## src/rtl/msrc_pkg.sv

```systemverilog
// Purpose: Shared constants and types of the master status and soft-reset register.
// Assumes: 16-bit host data and a 16-bit host word address.
// Notes: All offsets, bit positions and reset values live here.
package msrc_pkg;

	// Host word addresses.
	localparam logic [15:0] MSRC_CONFIG_OFS = 16'h0000;
	localparam logic [15:0] MSRC_STATUS_OFS = 16'h0001;

	// Bit positions inside the status and soft-reset register.
	localparam int MSRC_READY_BIT = 15;
	localparam int MSRC_AUTO_BIT = 13;
	localparam int MSRC_MON_RST_BIT = 12;
	localparam int MSRC_TERM_RST_BIT = 10;
	localparam int MSRC_MON_MSG_BIT = 7;

	// Value of the register after the master reset.
	localparam logic [15:0] MSRC_STATUS_RESET = 16'h0000;

	// One host access as presented by the serial host port.
	typedef struct packed {
		logic req;
		logic we;
		logic [15:0] addr;
		logic [15:0] wdata;
	} msrc_host_req_s;

	// Soft-reset sequencing states.
	typedef enum logic [1:0] {
		MSRC_SLOT_IDLE,
		MSRC_SLOT_CLEAR,
		MSRC_SLOT_RUN
	} msrc_slot_e;

endpackage

```

## src/rtl/msrc_reset_slot.sv

```systemverilog
// Purpose: Sequences one soft reset from request to completion.
// Assumes: i_done is a pulse from the function's own reset logic.
// Notes: With CLEAR_FIRST set, a clear pulse precedes the start pulse.
`timescale 1ns/10ps
module msrc_reset_slot #(
	parameter bit CLEAR_FIRST = 1'b0
) (
	input wire logic i_ref_clk,
	input wire logic i_resetn,
	input wire logic i_start,
	input wire logic i_done,
	output logic o_busy,
	output logic o_clear_pulse,
	output logic o_start_pulse
);
	import msrc_pkg::*;

	msrc_slot_e state_q;
	msrc_slot_e state_d;
	logic clear_q;
	logic start_q;

	// Next state: a start is only taken from idle, so a running reset never restarts.
	always_comb begin
		state_d = state_q;
		unique case (state_q)
			MSRC_SLOT_IDLE: begin
				if (i_start) begin
					state_d = CLEAR_FIRST ? MSRC_SLOT_CLEAR : MSRC_SLOT_RUN;
				end
			end
			MSRC_SLOT_CLEAR: begin
				state_d = MSRC_SLOT_RUN;
			end
			MSRC_SLOT_RUN: begin
				if (i_done) begin
					state_d = MSRC_SLOT_IDLE;
				end
			end
			default: begin
				state_d = MSRC_SLOT_IDLE;
			end
		endcase
	end

	// State and one-cycle pulses; clear fires on entry to CLEAR, start on entry to RUN.
	always_ff @(posedge i_ref_clk) begin
		if (!i_resetn) begin
			state_q <= MSRC_SLOT_IDLE;
			clear_q <= 1'b0;
			start_q <= 1'b0;
		end else begin
			state_q <= state_d;
			clear_q <= (state_q != MSRC_SLOT_CLEAR) && (state_d == MSRC_SLOT_CLEAR);
			start_q <= (state_q != MSRC_SLOT_RUN) && (state_d == MSRC_SLOT_RUN);
		end
	end

	assign o_busy = (state_q != MSRC_SLOT_IDLE);
	assign o_clear_pulse = clear_q;
	assign o_start_pulse = start_q;

endmodule

```

## src/rtl/msrc_status_reset.sv

```systemverilog
// Purpose: Master status and soft-reset register with host access lockout.
// Assumes: i_resetn is the synchronised master reset pin; host requests arrive decoded.
// Notes: Accesses other than this register are forwarded to the rest of the device.
// How it works
// - Register clears to zero on master reset; soft resets leave it unchanged.
// - Ready pin equals bit 15, low during auto-init, soft reset or self-test.
// - While not ready, accesses to other registers and memory are refused.
// - While not ready, every host read returns this register whatever the address.
// - Bit 13 holds the auto-init strap captured when master reset releases.
// - Bit 13 high means auto-init ran after master reset; low means not.
// - Writing one to bit 12 starts a monitor soft reset; zero does nothing.
// - Writing one to bit 10 clears terminal start-execution, then resets the terminal.
// - Each reset bit reads one until done, holding ready low meanwhile.
// - On completion the reset bit self-clears and ready rises again.
// - Bits 14, 11, 9 and 8 are read-only zero.
// - Bit 7 sets on a decoded monitored command, clears at message completion.
`timescale 1ns/10ps
module msrc_status_reset (
	input wire logic i_ref_clk,
	input wire logic i_resetn,
	input wire logic i_auto_init_strap,
	input wire logic i_auto_init_busy,
	input wire logic i_self_test_busy,
	input wire logic i_mon_reset_done,
	input wire logic i_term_reset_done,
	input wire logic i_mon_cmd_valid,
	input wire logic i_mon_msg_done,
	input wire msrc_pkg::msrc_host_req_s i_host,
	input wire logic [15:0] i_fwd_rdata,
	output msrc_pkg::msrc_host_req_s o_fwd,
	output logic o_host_rvalid,
	output logic [15:0] o_host_rdata,
	output logic o_host_refused,
	output logic o_ready_pin,
	output logic o_mon_reset_start,
	output logic o_term_start_exec_clear,
	output logic o_term_reset_start
);
	import msrc_pkg::*;

	logic ready_q;
	logic rst_seen_q;
	logic strap_q;
	logic msg_q;
	logic rvalid_q;
	logic [15:0] rdata_q;
	logic mon_busy;
	logic term_busy;
	logic [15:0] status_word;
	logic hit_status;
	logic wr_status;
	logic mon_start;
	logic term_start;
	logic ready_d;
	logic rd_take;

	// Assembled word; all sources reset to zero, soft resets touch none of them.
	// Bit 13 reports whether auto-init was strapped on.
	assign status_word = {ready_q, 1'b0, strap_q, mon_busy, 1'b0, term_busy, 2'b00,
		msg_q, 7'h00};

	// Address decode and write strobe; writes are only taken while ready.
	assign hit_status = (i_host.addr == MSRC_STATUS_OFS);
	assign wr_status = i_host.req && i_host.we && hit_status && ready_q;
	// Starts only on a written one.
	// Ignored while the same reset runs.
	assign mon_start = wr_status && i_host.wdata[MSRC_MON_RST_BIT] && !mon_busy;
	assign term_start = wr_status && i_host.wdata[MSRC_TERM_RST_BIT] && !term_busy;

	// Ready drops for any of the busy causes, and already on the starting write.
	// A running soft reset keeps ready low until it is done.
	assign ready_d = !(i_auto_init_busy || i_self_test_busy || mon_busy || term_busy ||
		mon_start || term_start);

	// Forward only while ready and only for other addresses.
	assign o_fwd.req = i_host.req && ready_q && !hit_status;
	assign o_fwd.we = i_host.we;
	assign o_fwd.addr = i_host.addr;
	assign o_fwd.wdata = i_host.wdata;
	assign o_host_refused = i_host.req && !ready_q;
	assign rd_take = i_host.req && !i_host.we;

	// Monitor soft reset sequencer.
	msrc_reset_slot #(
		.CLEAR_FIRST(1'b0)
	) u_mon_slot (
		.i_ref_clk(i_ref_clk),
		.i_resetn(i_resetn),
		.i_start(mon_start),
		.i_done(i_mon_reset_done),
		.o_busy(mon_busy),
		.o_clear_pulse(),
		.o_start_pulse(o_mon_reset_start)
	);

	// Terminal reset clears start-execution one cycle before its start pulse.
	msrc_reset_slot #(
		.CLEAR_FIRST(1'b1)
	) u_term_slot (
		.i_ref_clk(i_ref_clk),
		.i_resetn(i_resetn),
		.i_start(term_start),
		.i_done(i_term_reset_done),
		.o_busy(term_busy),
		.o_clear_pulse(o_term_start_exec_clear),
		.o_start_pulse(o_term_reset_start)
	);

	// Readiness flop drives both the pin and bit 15.
	// It rises the cycle after the last busy cause ends.
	always_ff @(posedge i_ref_clk) begin
		if (!i_resetn) begin
			ready_q <= MSRC_STATUS_RESET[MSRC_READY_BIT];
		end else begin
			ready_q <= ready_d;
		end
	end

	// Strap captured in the first clocked cycle after reset release.
	always_ff @(posedge i_ref_clk) begin
		if (!i_resetn) begin
			rst_seen_q <= 1'b0;
			strap_q <= MSRC_STATUS_RESET[MSRC_AUTO_BIT];
		end else begin
			rst_seen_q <= 1'b1;
			if (!rst_seen_q) begin
				strap_q <= i_auto_init_strap;
			end
		end
	end

	// Message-in-process flag; a new command wins over a completion.
	always_ff @(posedge i_ref_clk) begin
		if (!i_resetn) begin
			msg_q <= MSRC_STATUS_RESET[MSRC_MON_MSG_BIT];
		end else if (i_mon_cmd_valid) begin
			msg_q <= 1'b1;
		end else if (i_mon_msg_done) begin
			msg_q <= 1'b0;
		end
	end

	// Read answer one cycle later; status word whenever not ready or addressed.
	always_ff @(posedge i_ref_clk) begin
		if (!i_resetn) begin
			rvalid_q <= 1'b0;
			rdata_q <= 16'h0000;
		end else begin
			rvalid_q <= rd_take;
			if (rd_take) begin
				rdata_q <= (!ready_q || hit_status) ? status_word : i_fwd_rdata;
			end
		end
	end

	assign o_host_rvalid = rvalid_q;
	assign o_host_rdata = rdata_q;
	assign o_ready_pin = status_word[MSRC_READY_BIT];

	// Checks on the register behaviour.
	property p_reset_clear;
		@(posedge i_ref_clk) !i_resetn |=> (status_word == 16'h0000);
	endproperty
	a_reset_clear: assert property (p_reset_clear) else $error("status not cleared");

	property p_busy_not_ready;
		@(posedge i_ref_clk) disable iff (!i_resetn)
		(i_auto_init_busy || i_self_test_busy) |=> !o_ready_pin;
	endproperty
	a_busy_not_ready: assert property (p_busy_not_ready) else $error("ready high while busy");

	property p_no_fwd_locked;
		@(posedge i_ref_clk) disable iff (!i_resetn) !o_ready_pin |-> !o_fwd.req;
	endproperty
	a_no_fwd_locked: assert property (p_no_fwd_locked) else $error("access forwarded while locked");

	property p_locked_read;
		@(posedge i_ref_clk) disable iff (!i_resetn)
		(rd_take && !o_ready_pin) |=> o_host_rvalid && (o_host_rdata == $past(status_word));
	endproperty
	a_locked_read: assert property (p_locked_read) else $error("locked read not status");

	property p_strap_hold;
		@(posedge i_ref_clk) disable iff (!i_resetn) rst_seen_q |=> $stable(strap_q);
	endproperty
	a_strap_hold: assert property (p_strap_hold) else $error("strap status changed");

	property p_mon_start;
		@(posedge i_ref_clk) disable iff (!i_resetn)
		(wr_status && i_host.wdata[MSRC_MON_RST_BIT] && !mon_busy)
		|=> o_mon_reset_start && status_word[MSRC_MON_RST_BIT] && !o_ready_pin;
	endproperty
	a_mon_start: assert property (p_mon_start) else $error("monitor reset not started");

	property p_term_order;
		@(posedge i_ref_clk) disable iff (!i_resetn)
		term_start |=> o_term_start_exec_clear && !o_term_reset_start ##1 o_term_reset_start;
	endproperty
	a_term_order: assert property (p_term_order) else $error("terminal reset order wrong");

	property p_busy_holds_low;
		@(posedge i_ref_clk) disable iff (!i_resetn) (mon_busy || term_busy) |-> !o_ready_pin;
	endproperty
	a_busy_holds_low: assert property (p_busy_holds_low) else $error("ready high in reset");

	property p_self_clear;
		@(posedge i_ref_clk) disable iff (!i_resetn)
		(mon_busy && !o_mon_reset_start && i_mon_reset_done && !term_busy && !i_auto_init_busy
		&& !i_self_test_busy) |=> !status_word[MSRC_MON_RST_BIT] ##1 o_ready_pin;
	endproperty
	a_self_clear: assert property (p_self_clear) else $error("reset bit did not clear");

	property p_unused_zero;
		@(posedge i_ref_clk) disable iff (!i_resetn)
		(status_word[14] == 1'b0) && (status_word[11] == 1'b0) && (status_word[9:8] == 2'b00);
	endproperty
	a_unused_zero: assert property (p_unused_zero) else $error("unused bit set");

	property p_msg_set;
		@(posedge i_ref_clk) disable iff (!i_resetn) i_mon_cmd_valid |=> status_word[MSRC_MON_MSG_BIT];
	endproperty
	a_msg_set: assert property (p_msg_set) else $error("message flag not set");

	property p_no_restart;
		@(posedge i_ref_clk) disable iff (!i_resetn)
		(mon_busy && i_host.req && i_host.we && hit_status) |=> !o_mon_reset_start;
	endproperty
	a_no_restart: assert property (p_no_restart) else $error("monitor reset restarted");

	// Main scenarios.
	c_mon_done: cover property (@(posedge i_ref_clk) mon_busy ##1 !mon_busy ##1 o_ready_pin);
	c_term_done: cover property (@(posedge i_ref_clk) o_term_start_exec_clear ##[1:20] !term_busy);
	c_locked_read: cover property (@(posedge i_ref_clk) rd_take && !o_ready_pin && !hit_status);

endmodule

```

## config.mk

```make
export PLATFORM = sky130hd
export DESIGN_NAME = msrc_status_reset
export DESIGN_NICKNAME = d
export VERILOG_FILES = /design/src/rtl/msrc_pkg.sv /design/src/rtl/msrc_reset_slot.sv /design/src/rtl/msrc_status_reset.sv
export SDC_FILE = /design/constraint.sdc
export NUM_CORES = 1
export LEC_CHECK = 0
export ABC_AREA = 1
export BUFFER_PORTS_ARGS = -buffer_cell sky130_fd_sc_hd__buf_4
export CORE_ASPECT_RATIO = 2
export CORE_UTILIZATION = 36
export CTS_CLUSTER_DIAMETER = 100
export CTS_CLUSTER_SIZE = 8
export DETAILED_ROUTE_END_ITERATION = 12
export PLACE_DENSITY = 0.81
export SETUP_SLACK_MARGIN = 0.3
export SYNTH_ARGS = -nofsm -noshare
export SYNTH_HDL_FRONTEND = slang
export SYNTH_HIERARCHICAL = 1
export SYNTH_SLANG_ARGS = --single-unit
```

## constraint.sdc

```tcl
create_clock -name i_ref_clk -period 1.1 [get_ports i_ref_clk]
set_input_delay 0.22 -clock i_ref_clk [delete_from_list [all_inputs] [get_ports i_ref_clk]]
set_output_delay 0.22 -clock i_ref_clk [all_outputs]
set_load 0.05 [all_outputs]
```

# After elaboration in Yosys (flattened, before gate mapping)
# Index checks and enable logic that the tools add are counted.
# op_classes
add_sub_neg,0
n_mul,0
div_mod_pow,0
order_cmp,0
n_eq_ne,11
shift,0
muxes,10
bitwise_logic,0
n_reduce_logical,31
# ops
operator,n
$eq A16 B1 Y1 const B,1
$mux W16,1
$logic_and A1 B1 Y1,14
$pmux W2 S3,2
$eq A2 B2 Y1 const B,4
$mux W2,4
$eq A2 B1 Y1 const B,3
$logic_not A1 Y1,6
$logic_or A1 B1 Y1,6
$reduce_bool A2 Y1,3
$logic_not A2 Y1,2
$ne A2 B2 Y1 const B,2
$mux W1,3
$ne A2 B1 Y1 const B,1
# word_totals
regBits,28
latch_bits,0
ram_bits,0
rom_bits,0
inputBits,59
output_inout_bits,56
word_cells,63
memories,0

# Longest topological paths before layout
# depth
word_depth,9
depth_mapped,10
ltp_nobuf,10

# Hierarchy
# Netlist, hierarchy kept.
# modules_own_cells
mod,instances,cells_each,area_per_inst_um2,seq_area_each_um2
msrc_status_reset,1,189,1266.2,420.4
msrc_reset_slot at u_term_slot,1,14,127.6,80.1
msrc_reset_slot at u_mon_slot,1,13,117.6,80.1

# Worst setup path before layout
# No wires, ideal clock.
# synth_timing
path_type,register to output
startpoint,register ready_q (netlist: o_ready_pin)
endpoint,output port o_fwd[33] (netlist name)
arrival_ns,1.695
required_ns,0.880
slack_ns,-0.815
stages_incl_launch_ff,4
n_path_buf,1
cell_sequence,dfxtp_1 -> buf_4 -> nand2_2 -> a21oi_1
# synth_rtl
item,line_no,rtl
start: declaration,msrc_status_reset.sv:41,logic ready_q;
start signal: assignment,msrc_status_reset.sv:113,ready_q <= MSRC_STATUS_RESET[MSRC_READY_BIT];
start signal: assignment,msrc_status_reset.sv:115,ready_q <= ready_d;
end: declaration,msrc_status_reset.sv:30,"output msrc_pkg::msrc_host_req_s o_fwd,"

==> flow_summary.json <==
{
  "clock_latency_ns": 0.27,
  "postPlaceCellArea_um2": 2074,
  "antenna_found_initial": 0,
  "cp-start-kind": "flip-flop",
  "n_antenna_cell": 0,
  "clockBufferDepth": 2,
  "crit_path_max_fanout": 3,
  "core-area_um2": 3924,
  "timing.fmax_mhz": 821.3,
  "rows": 32,
  "rrSetupSlack_ns": -0.08,
  "syn2layout_area_growth_pct": 72.73,
  "globalplace.congestion": 0.7236,
  "htree_levels": 1,
  "cts_buffers": 3,
  "vias": 1549,
  "maxCapViolCount": 0,
  "ys_warn_count": 6,
  "holdPathEnd": "rst_seen_q",
  "hp-class": "primary input to flip-flop",
  "syn_nets": 274,
  "antenna_left": 0,
  "violations": "setup timing",
  "dp_cells": 324,
  "critPathKind": "flip-flop to output port",
  "grt_max_degree": 16,
  "dpl.hpwl_um": 3103,
  "finalPower_mw": 2.375,
  "wl_um": 4180,
  "worstHoldStart": "i_resetn",
  "arrival_ns": 1.00,
  "cts_tree": "built",
  "fin_skew_ns": 0.003759,
  "postLayoutCellArea_um2": 2576,
  "grt_first_pass_wirelength_um": 6203,
  "layout_commonest_cell": "buf_4",
  "period_share_pct": 110.7,
  "synth_cells": 215,
  "drtIter0Drc": 25,
  "first_pass_iters": 4,
  "whs_ns": 0.1350,
  "wl_per_cell_um": 12.37,
  "status": "finished with violations",
  "setup-violations-final": 8,
  "initial_core_util_pct": 38.01,
  "mostFrequentLayoutCells": "buf_4, nor2_1, nand2_1",
  "slew_viol_final": 0,
  "whs_path_depth": 1,
  "hold_violations": 0,
  "power.leakage_nw": 1.128,
  "portBuffers": 86,
  "num-nets-final": 347,
  "clkTransAtPathRegs_ns": 0.10,
  "setup_slack_ns": -0.1176,
  "r2r_end": "u_term_slot/o_clear_pulse",
  "syn_avg_cell_area_um2": 6.937,
  "via_per_inst": 4.583,
  "io_pins": 115,
  "crit_required_ns": 0.88,
  "layout-drive-gt1-share_pct": 59.93,
  "stdcell_count": 338,
  "place_ws_ns": -0.2530,
  "netlist_area_um2": 1491,
  "grt_pass1_vias": 1489,
  "ctsHoldBuffers": 0,
  "clock-sinks": 28,
  "overflow": 0,
  "reg2regPathDepth": 6,
  "die_y_um": 93.03,
  "dieWidth_um": 47.51,
  "dieArea_um2": 4420,
  "fin_crit_ns": 1.218,
  "grt_usage_pct": 19.26,
  "cts_root_buf": "clkbuf_8",
  "end_kind": "output port",
  "drc": 0,
  "pwr_density_cell_nw_per_um2": 921.8,
  "rsz0062_at_grt": "true",
  "r2r_start": "u_term_slot/state_q[1]",
  "peakVddDrop_uv": 949.9
}
[worst max-delay path, stage by stage (launching register included)]
cell and delay [ns]:
dfxtp_4 0.38, nand2_4 0.06, a21oi_4 0.12, buf_6 0.17
[per-layer routing]
metal | track usage, % | wire length [µm]
met1 | 19.25 | 1402
met2 | 35.73 | 2404
met3 | 2.124 | 218
met4 | 9.048 | 154
met5 | 0 | 0
[sequential cells by signal, summed over array words and instances (netlist names)]
| name | count |
|---|---|
| msg_q | 1 |
| o_host_rdata | 16 |
| o_host_rvalid | 1 |
| o_ready_pin | 1 |
| rst_seen_q | 1 |
| strap_q | 1 |
| u_mon_slot/o_start_pulse | 1 |
| u_mon_slot/state_q | 2 |
| u_term_slot/o_clear_pulse | 1 |
| u_term_slot/o_start_pulse | 1 |
| u_term_slot/state_q | 2 |
[final cells by class]
| class | count | area (µm²) |
|---|---|---|
| flip-flops and latches | 28 | 595.6 |
| clock buffers | 4 | 55.05 |
| fillers | 335 | 1348 |
| multi-input cells | 134 | 769.5 |
| repair buffers | 106 | 1033 |
| inverters | 15 | 58.81 |
| well taps | 51 | 63.81 |
[through the flow]
step | TNS [ns] | utilization [%]
finish | -0.4378 | 65.66
global route | -1.346 | 65.66
CTS | -0.3252 | 59.69
detailed placement | -3.097 | 52.87
global placement | -2.688 | 52.87
floorplan | -0.9004 | -
[where the power goes]
part / total (mW) / switching, mW / leakage [nW] / internal, mW
Clock: 0.643 / 0.322 / 0.0288 / 0.321
Sequential: 1.06 / 0.0215 / 0.240 / 1.04
Combinational: 0.668 / 0.382 / 0.859 / 0.286
Total: 2.37 / 0.725 / 1.13 / 1.65
[worst max-delay path by stage]
stage,to,start,slack (ns),cells after the start
2_1_floorplan,o_fwd[33],o_ready_pin,-0.08,3
3_3_place_gp,o_host_rdata[12],i_host[29],-0.18,9
3_5_place_dp,o_host_rdata[10],i_host[29],-0.25,9
4_1_cts,o_host_refused,o_ready_pin,-0.11,3
5_1_grt,u_mon_slot/o_start_pulse,o_ready_pin,-0.19,9
6_report,o_fwd[33],o_ready_pin,-0.12,3
[what timing repair did]
item / in CTS / in global routing
endpoints found under the setup margin: 45 / 45
buffers inserted: 2 / 8
endpoints found under the hold margin: 0 / 0
pin swaps: 7 / 25
resized for setup: 55 / 48
Note: power is estimated with default switching activity, not from simulation.
